`src/hw/upce_pkg.sv`:
```
// Constants and types for the port connect and enable status block.
// Assumes a single core clock of 100 MHz and a synchronous active-low reset.
package upce_pkg;

	// Bit positions inside the port status word
	localparam int unsigned UPCE_BIT_PRESENT  = 0;
	localparam int unsigned UPCE_BIT_CONNCHG  = 1;
	localparam int unsigned UPCE_BIT_ENABLED  = 2;
	localparam int unsigned UPCE_BIT_ENCHG    = 3;
	localparam int unsigned UPCE_BIT_OCACTIVE = 4;
	localparam int unsigned UPCE_BIT_OVERCURRENT_CHANGE_FLAG    = 5;
	localparam int unsigned UPCE_STATUS_W     = 6;

	// Values after reset
	localparam logic UPCE_RST_FLAG = 1'b0;

	// Port reset length and the clock it is counted on
	localparam int unsigned UPCE_CLK_MHZ        = 100;
	localparam int unsigned UPCE_PORT_RESET_US  = 10;
	localparam int unsigned UPCE_PORT_RESET_CYC = UPCE_PORT_RESET_US * UPCE_CLK_MHZ;
	localparam int unsigned UPCE_CNT_W          = 11;
	localparam logic [UPCE_CNT_W-1:0] UPCE_CNT_ZERO = 11'h000;

	// Port state machine
	typedef enum logic [1:0] {
		UPCE_ST_DISABLED,
		UPCE_ST_RESETTING,
		UPCE_ST_ENABLED
	} upce_state_t;

endpackage

```
`src/hw/upce_port_status.sv`:
```
// Connect and enable status logic for one downstream host port.
// Assumes the line state, speed result and software strobes are synchronous
// to core_clk; the line monitor reports attachment and speed after reset.
`timescale 1ns/1ps

// Functional notes
// - Enable only from own reset sequence
// - Software write of one never enables
// - Enable after reset only if high-speed
// - Disconnect, fault or written zero disables
// - Enabled flag follows actual port state
// - Block downstream data while disabled, except reset
// - No port power forces flags to zero, except the over-current active and change flags
// - Every connect transition sets change flag
// - Change flag sticky across repeated transitions
// - Writing one clears the change flag
// - Present flag shows attachment in real time
// - Present flag shows latest state only
// - Flags read zero after reset
// - Enable-change and overcurrent-change are write-one-clear
module upce_port_status
	import upce_pkg::*;
(
	input  wire logic core_clk,                   // Core clock, 100 MHz
	input  wire logic resetn,                     // Synchronous reset, active low
	input  wire logic port_power,                 // Port power is on
	input  wire logic line_attached,              // Line monitor sees a device
	input  wire logic line_fault,                 // Port fault such as babble
	input  wire logic line_overcurrent,           // Over-current sensed
	input  wire logic reset_found_hs,             // Reset handshake found high-speed
	input  wire logic sw_port_reset,              // Software starts a port reset
	input  wire logic sw_wr,                      // Software writes the status word
	input  wire logic [UPCE_STATUS_W-1:0] sw_wdata, // Data written
	input  wire logic tx_data_valid,              // Downstream data offered
	output logic [UPCE_STATUS_W-1:0] status_q,    // Status word as read
	output logic port_enabled_flag,               // Port is enabled
	output logic connect_change_flag,             // Connect status changed
	output logic connect_present_flag,            // Device present
	output logic enable_change_flag,              // Enable dropped by a fault
	output logic overcurrent_change_flag,         // Over-current status changed
	output logic port_reset_active_q,             // Reset signalling on the line
	output logic tx_data_pass_q                   // Downstream data let through
);

	upce_state_t                 state_q;        // Port state
	upce_state_t                 state_d;        // Next port state
	logic [UPCE_CNT_W-1:0]       rst_cnt_q;      // Reset length counter
	logic                        present_q;      // Registered attachment
	logic                        present_prev_q; // Attachment one cycle ago
	logic                        oc_q;           // Registered over-current
	logic                        oc_prev_q;      // Over-current one cycle ago
	logic                        conn_event;     // Attachment transition
	logic                        oc_event;       // Over-current transition
	logic                        fault_drop;     // Hardware disable from fault
	logic                        conn_chg;       // Sticky connect change
	logic                        en_chg;         // Sticky enable change
	logic                        oc_chg;         // Sticky over-current change

	// True while the state machine holds the port enabled
	// Shared by the fault path, the flags and the traffic gate
	function automatic logic st_enabled(upce_state_t s);
		return s == UPCE_ST_ENABLED;
	endfunction

	// Sample line state; cleared while unpowered so the present flag reads zero
	// The previous sample feeds the connect transition detect
	always_ff @(posedge core_clk) begin
		if (!resetn || !port_power) begin
			present_q      <= UPCE_RST_FLAG;
			present_prev_q <= UPCE_RST_FLAG;
		end else begin
			present_q      <= line_attached;
			present_prev_q <= present_q;
		end
	end

	// Over-current status, kept even without power
	// It also feeds the fault path that drops an enabled port
	always_ff @(posedge core_clk) begin
		if (!resetn) begin
			oc_q      <= UPCE_RST_FLAG;
			oc_prev_q <= UPCE_RST_FLAG;
		end else begin
			oc_q      <= line_overcurrent;
			oc_prev_q <= oc_q;
		end
	end

	// Transition detects
	assign conn_event = present_q ^ present_prev_q;
	assign oc_event   = oc_q ^ oc_prev_q;

	// Hardware drops the enable on disconnect or fault
	// Over-current counts as a fault for as long as it lasts
	assign fault_drop = st_enabled(state_q) &&
		(!present_q || line_fault || oc_q);

	// Next port state
	always_comb begin
		state_d = state_q;
		unique case (state_q)
			UPCE_ST_DISABLED: begin
				// A written one to the enable bit is not looked at here
				if (sw_port_reset && present_q) begin
					state_d = UPCE_ST_RESETTING;
				end
			end
			UPCE_ST_RESETTING: begin
				// A device that leaves mid-reset ends the sequence disabled
				if (!present_q) begin
					state_d = UPCE_ST_DISABLED;
				end else if (rst_cnt_q == UPCE_CNT_ZERO) begin
					state_d = reset_found_hs ? UPCE_ST_ENABLED : UPCE_ST_DISABLED;
				end
			end
			UPCE_ST_ENABLED: begin
				// Hardware faults win over software requests
				if (fault_drop) begin
					state_d = UPCE_ST_DISABLED;
				end else if (sw_port_reset) begin
					state_d = UPCE_ST_RESETTING;
				end else if (sw_wr && !sw_wdata[UPCE_BIT_ENABLED]) begin
					state_d = UPCE_ST_DISABLED;
				end
			end
		endcase
	end

	// Port state register; the flag is derived from it so it only moves with it
	always_ff @(posedge core_clk) begin
		if (!resetn || !port_power) begin
			state_q <= UPCE_ST_DISABLED;
		end else begin
			state_q <= state_d;
		end
	end

	// Reset length counter, loaded on entry to reset
	// Zero marks the end of reset signalling and the speed decision
	always_ff @(posedge core_clk) begin
		if (!resetn) begin
			rst_cnt_q <= UPCE_CNT_ZERO;
		end else if (state_q != UPCE_ST_RESETTING) begin
			rst_cnt_q <= UPCE_CNT_W'(UPCE_PORT_RESET_CYC - 1);
		end else if (rst_cnt_q != UPCE_CNT_ZERO) begin
			rst_cnt_q <= rst_cnt_q - 1'b1;
		end
	end

	// Sticky connect change
	upce_change_latch u_conn_chg (
		.core_clk  (core_clk),
		.resetn    (resetn),
		.power_on  (port_power),
		.event_in  (conn_event),
		.clear_wr  (sw_wr),
		.clear_bit (sw_wdata[UPCE_BIT_CONNCHG]),
		.flag_q    (conn_chg)
	);

	// Sticky enable change, set only when hardware drops the enable
	upce_change_latch u_en_chg (
		.core_clk  (core_clk),
		.resetn    (resetn),
		.power_on  (port_power),
		.event_in  (fault_drop),
		.clear_wr  (sw_wr),
		.clear_bit (sw_wdata[UPCE_BIT_ENCHG]),
		.flag_q    (en_chg)
	);

	// Sticky over-current change, kept through power loss
	upce_change_latch u_oc_chg (
		.core_clk  (core_clk),
		.resetn    (resetn),
		.power_on  (1'b1),
		.event_in  (oc_event),
		.clear_wr  (sw_wr),
		.clear_bit (sw_wdata[UPCE_BIT_OVERCURRENT_CHANGE_FLAG]),
		.flag_q    (oc_chg)
	);

	// Registered outputs; the flags are one cycle behind the sources
	always_ff @(posedge core_clk) begin
		if (!resetn) begin
			port_enabled_flag       <= UPCE_RST_FLAG;
			connect_change_flag     <= UPCE_RST_FLAG;
			connect_present_flag    <= UPCE_RST_FLAG;
			enable_change_flag      <= UPCE_RST_FLAG;
			overcurrent_change_flag <= UPCE_RST_FLAG;
			status_q                <= '0;
		end else begin
			// Separate flag ports
			port_enabled_flag       <= port_power && st_enabled(state_q);
			connect_change_flag     <= port_power && conn_chg;
			connect_present_flag    <= port_power && present_q;
			enable_change_flag      <= en_chg;
			overcurrent_change_flag <= oc_chg;
			// Status word as software reads it; bit 3 is power gated in its latch, bits 4 and 5 not at all
			status_q[UPCE_BIT_PRESENT]  <= port_power && present_q;
			status_q[UPCE_BIT_CONNCHG]  <= port_power && conn_chg;
			status_q[UPCE_BIT_ENABLED]  <= port_power && st_enabled(state_q);
			status_q[UPCE_BIT_ENCHG]    <= en_chg;
			status_q[UPCE_BIT_OCACTIVE] <= oc_q;
			status_q[UPCE_BIT_OVERCURRENT_CHANGE_FLAG]    <= oc_chg;
		end
	end

	// Traffic gate: only reset signalling passes while disabled
	always_ff @(posedge core_clk) begin
		if (!resetn) begin
			port_reset_active_q <= 1'b0;
			tx_data_pass_q      <= 1'b0;
		end else begin
			// Reset signalling is the one thing driven while disabled
			port_reset_active_q <= port_power && (state_q == UPCE_ST_RESETTING);
			tx_data_pass_q      <= port_power && tx_data_valid &&
				st_enabled(state_q);
		end
	end

endmodule

```
`src/hw/upce_change_latch.sv`:
```
// Sticky change flag, set by hardware events and cleared by writing a one.
// Assumes the event and the clear strobe are synchronous to core_clk.
`timescale 1ns/1ps
module upce_change_latch
	import upce_pkg::*;
(
	input  wire logic core_clk,   // Core clock
	input  wire logic resetn,     // Synchronous reset, active low
	input  wire logic power_on,   // Port power; flag held at zero without it
	input  wire logic event_in,   // One-cycle change event
	input  wire logic clear_wr,   // Software write strobe
	input  wire logic clear_bit,  // Data bit written; one clears
	output logic      flag_q      // Sticky flag
);

	// Set wins over a clear in the same cycle; a written zero changes nothing
	always_ff @(posedge core_clk) begin
		if (!resetn || !power_on) begin
			flag_q <= UPCE_RST_FLAG;
		end else if (event_in) begin
			flag_q <= 1'b1;
		end else if (clear_wr && clear_bit) begin
			flag_q <= 1'b0;
		end
	end
endmodule

```
`config.mk`:
```
export PLATFORM = sky130hd
export DESIGN_NAME = upce_port_status
export DESIGN_NICKNAME = d
export VERILOG_FILES = /design/src/hw/upce_pkg.sv /design/src/hw/upce_port_status.sv /design/src/hw/upce_change_latch.sv
export SDC_FILE = /design/constraint.sdc
export NUM_CORES = 1
export LEC_CHECK = 0
export BUFFER_PORTS_ARGS = -buffer_cell sky130_fd_sc_hd__buf_4
export CORE_UTILIZATION = 45
export DETAILED_ROUTE_END_ITERATION = 16
export PLACE_DENSITY_LB_ADDON = 0.1
export SYNTH_ARGS = -nofsm -noshare
export SYNTH_HDL_FRONTEND = slang
export SYNTH_HIERARCHICAL = 1
export SYNTH_SLANG_ARGS = --single-unit
```
`constraint.sdc`:
```
create_clock -name core_clk -period 2 [get_ports core_clk]
set_input_delay 0 -clock core_clk [delete_from_list [all_inputs] [get_ports core_clk]]
set_output_delay 0 -clock core_clk [all_outputs]
set_load 0.02 [all_outputs]
```
==> reports/qor_table.md <==
| Parameter | Reported | Unit |
| --- | --- | --- |
| Total via count after detailed routing | 998 | - |
| Number of antenna violations at the first check in global routing | 0 | - |
| Fraction of synthesis flops using an asynchronous set or reset pin | 0 | % |
| Clock buffer count from CTS | 3 | - |
| Nature of the critical path endpoint | flip-flop | - |
| Top cell types by occurrence after synthesis | sky130_fd_sc_hd__dfxtp_1, sky130_fd_sc_hd__a21oi_1, sky130_fd_sc_hd__nand2_1 | - |
| Number of nets in the synthesized netlist | 145 | - |
| Number of buffers on the longest clock path | 2 | - |
| Overall power of the completed layout | 0.910 | mW |
| Total placed cells including tap cells | 174 | - |
| Area taken by flip-flops and latches | 541 | µm² |
| Clock H-tree levels | 1 | - |
| Flop and latch count out of synthesis | 27 | - |
| Reg-to-Reg End | rst_cnt_q[8]$_SDFFE_PN0P_ | - |
| Std cell rows | 18 | - |
| Kind of launch point of the worst setup path | flip-flop | - |
| Die Span Y | 53.5 | µm |
| Non-filler instance count after layout | 189 | - |
| Synth top area share | 45.3 | % |
| Instance count of the mapped netlist | 127 | - |
| RD Place Congestion | 0.827 | - |
| Routed via count divided by cell count | 5.28 | - |
| Post-Route Hold Slack | 0.0236 | ns |
| Area overhead of the layout relative to synthesis | 26.0 | % |
| Power density relative to cell area | 605 | mW/mm² |
| Total of warnings raised by yosys | 6 | - |
| Mean area per synthesized cell | 9.39 | µm² |
| Achievable clock frequency | 0.631 | GHz |
| Filler instances | 227 | - |
| Port Buf Inserts | 26 | - |
| Global route total overflow | 0 | - |
| Top cells by area in the synthesized netlist | sky130_fd_sc_hd__dfxtp_1, sky130_fd_sc_hd__buf_4, sky130_fd_sc_hd__and3_1 | - |
| P_leak | 0.690 | nW |
| Proportion of synthesized chip area in sequential cells | 45.3 | % |
| Final Net Count | 178 | - |
| Max stage delay on crit path | 0.47 | ns |
| Cell type contributing the most total cell area after synthesis | sky130_fd_sc_hd__dfxtp_1 | - |
| Initial drt markers | 20 | - |
| Clock tree from TritonCTS | done | - |
| Final critical path time including I/O delays and setup | 1.58 | ns |
| Cell with the largest stage delay on the worst path | sky130_fd_sc_hd__nor4_4 | - |
| Depth of the worst register-to-register path | 4 | - |
| Clock slew seen by the registers of the worst setup and hold paths | 0.14 | ns |
| Run status | finished, final reports clean | - |
| Die ar. | 0.00286 | mm² |
| Flop-to-flop setup slack | 0.42 | ns |
| Number of sinks handled by clock tree synthesis | 27 | - |
| Final hold viol count | 0 | - |
| Worst Hold Depth | 3 | - |
| Worst setup skew after layout | 0.00334 | ns |
| Type of the most critical hold path | in -> reg | - |
| Critical path cell sequence | nor4_4 -> o211ai_2 -> o311a_1 -> nor3_2 | - |
| Hold Crit Endpoint | u_en_chg/flag_q$_SDFFE_PP0P_ | - |
| Unrepaired setup endpoints after global routing | no | - |
| Critical-path maximum fanout | 7 | - |
| Setup violation total in the final timing report | 0 | - |
| Average wire per cell in the routed design | 12.5 | µm |
| Placeable core area | 0.00250 | mm² |
| Clock tree root driver cell | sky130_fd_sc_hd__clkbuf_4 | - |
| Antenna viol nets, final | 0 | - |
| Worst-case setup margin in the final layout | 0.416 | ns |
| Initial core utilization | 47.7 | % |
| Worst Hold Launch | sw_wdata[3] | - |
| Die W | 53.5 | µm |
| Setup TNS | 0 | ns |
| Number of synthesized flops with an enable pin | 0 | - |
| GRT Resource Usage Total | 19.2 | % |
| Critical path required time | 2.27 | ns |
| Share of layout cells above drive strength 1 | 22.6 | % |
| Number of slew-limit violations in the final report | 0 | - |
| Final worst-path cycle share | 79.2 | % |
| Number of I/O pins | 29 | - |
| Antenna Diode Count | 0 | - |
| Leading cell type by number of instances after synthesis | sky130_fd_sc_hd__dfxtp_1 | - |
| Unique masters post-synth | 38 | - |
| Number of global-route vias before repair | 888 | - |
| Drc violations | 0 | - |
| Post-synthesis instance area | 0.00119 | mm² |
| Multi-input gate area in the final layout | 566 | µm² |
| Worst IR drop on VDD | 0.476 | mV |
| DPL Wire Length | 1.62 | mm |
| Count of maximum capacitance violations | 0 | - |
| Setup WS pre-CTS | 0.442 | ns |
| Wire length of the first global-routing pass | 3.97 | mm |
| Data arrival, critical path | 1.85 | ns |
| Pre-Repair DR Iteration Count | 4 | - |
| Post-CTS setup-driven buffer insertion count | 0 | - |
| Worst setup path category | reg -> reg | - |
| Startpoint of the worst-slack reg-to-reg timing path | rst_cnt_q[2]$_SDFFE_PN0P_ | - |
| Clock latency on the worst-skew pair | 0.32 | ns |
| Dominant register cell in the synthesized netlist | sky130_fd_sc_hd__dfxtp_1 | - |
| Largest net degree at the start of global routing | 16 | - |
| Final wirelength | 2.37 | mm |
repair_timing:
action                                 CTS  global route
endpoints found under the hold margin   15             0
resized for setup                        0             0
hold buffers                            11             0
registers in the layout, indices dropped and copies added, names as in the netlist:
signal and count:
tx_data_pass_q 1, u_en_chg/flag_q 1, rst_cnt_q 11, port_reset_active_q 1
state_q 2, present_q 1, u_oc_chg/flag_q 1, status_q 6
oc_q 1, u_conn_chg/flag_q 1, present_prev_q 1
area by class of cell:
type                       count  area share, %
timing repair buffer          38           20.8
sequential                    27           36.0
multi-input combinational     85           37.6
clock inverter                 1          0.333
clock buffer                   3           1.50
inverter                       5           1.25
tap                           30           2.50
worst max path at each step:
| stage | startpoint | end | slack, ns |
|---|---|---|---|
| final | rst_cnt_q[2]$_SDFFE_PN0P_ | rst_cnt_q[8]$_SDFFE_PN0P_ | 0.42 |
| after global routing | rst_cnt_q[0]$_SDFFE_PN0P_ | rst_cnt_q[1]$_SDFFE_PN0P_ | 0.27 |
| after CTS | rst_cnt_q[2]$_SDFFE_PN0P_ | rst_cnt_q[1]$_SDFFE_PN0P_ | 0.41 |
| after detailed placement | rst_cnt_q[2]$_SDFFE_PN0P_ | rst_cnt_q[1]$_SDFFE_PN0P_ | 0.44 |
| after global placement | rst_cnt_q[6]$_SDFFE_PN0P_ | rst_cnt_q[7]$_SDFFE_PN0P_ | 0.47 |
| after floorplan | rst_cnt_q[6]$_SDFFE_PN0P_ | rst_cnt_q[9]$_SDFFE_PN0P_ | 0.49 |
critical path, delay by kind of cell (launching register included):
family,cells,cell delay (ns)
flops,1,0.38
simple gates,2,0.60
compound gates,2,0.54
per-layer routing:
layer | up-vias | wire length, µm | global-route usage (%)
met4 | 0 | 23 | 7.02
met3 | 4 | 82 | 3.74
li1 | 510 | - | -
met1 | 464 | 1180 | 26.7
met2 | 20 | 1090 | 29.0
met5 | - | 0 | 0
through the flow:
step	instance area [µm²]	utilization [%]
6_report	1500	60.1
4_1_cts	1500	60.1
3_5_place_dp	1370	54.6
5_1_grt	1500	60.1
3_3_place_gp	1370	54.6
2_1_floorplan	1190	-
layout by cell type, fill, tap and decap left out, types with 2 or more instances in the layout:
cell type,Yosys,routed
sky130_fd_sc_hd__buf_4,6,27
sky130_fd_sc_hd__dfxtp_1,27,27
sky130_fd_sc_hd__nand3_1,4,4
sky130_fd_sc_hd__and2_1,5,5
sky130_fd_sc_hd__a21boi_1,3,3
sky130_fd_sc_hd__nand2_1,8,8
sky130_fd_sc_hd__o211a_1,3,3
sky130_fd_sc_hd__clkbuf_4,0,3
sky130_fd_sc_hd__nor2b_1,3,3
sky130_fd_sc_hd__nand2b_1,2,2
sky130_fd_sc_hd__xor2_1,5,5
sky130_fd_sc_hd__o21ai_0,3,3
sky130_fd_sc_hd__and3_1,7,7
sky130_fd_sc_hd__nor3_1,4,4
sky130_fd_sc_hd__ha_1,2,2
sky130_fd_sc_hd__dlygate4sd3_1,0,11
sky130_fd_sc_hd__inv_1,5,5
sky130_fd_sc_hd__nor2_1,7,7
sky130_fd_sc_hd__a31oi_1,3,3
sky130_fd_sc_hd__a21oi_1,8,8
power breakdown:
| group | leakage [nW] | switching, mW | total (mW) | internal [mW] |
|---|---|---|---|---|
| registers | 0.221 | 0.0190 | 0.572 | 0.553 |
| logic | 0.451 | 0.0467 | 0.103 | 0.0564 |
| clock network | 0.0177 | 0.159 | 0.234 | 0.0751 |
| total | 0.690 | 0.225 | 0.910 | 0.685 |
cell families (layout without fill, tap and decap cells):
kind of cell    Yosys count  after routing  share of synthesized area [%]
other cells               1              1                          0.314
fa+ha+maj                 2              2                           2.10
buf+inv                  15             47                           7.24
flops                    27             27                           45.3
simple gates             47             47                           23.2
compound gates           28             28                           16.6
mux                       1              1                          0.839
xor+xnor                  6              6                           4.41
(Power assumes the default switching activity.)
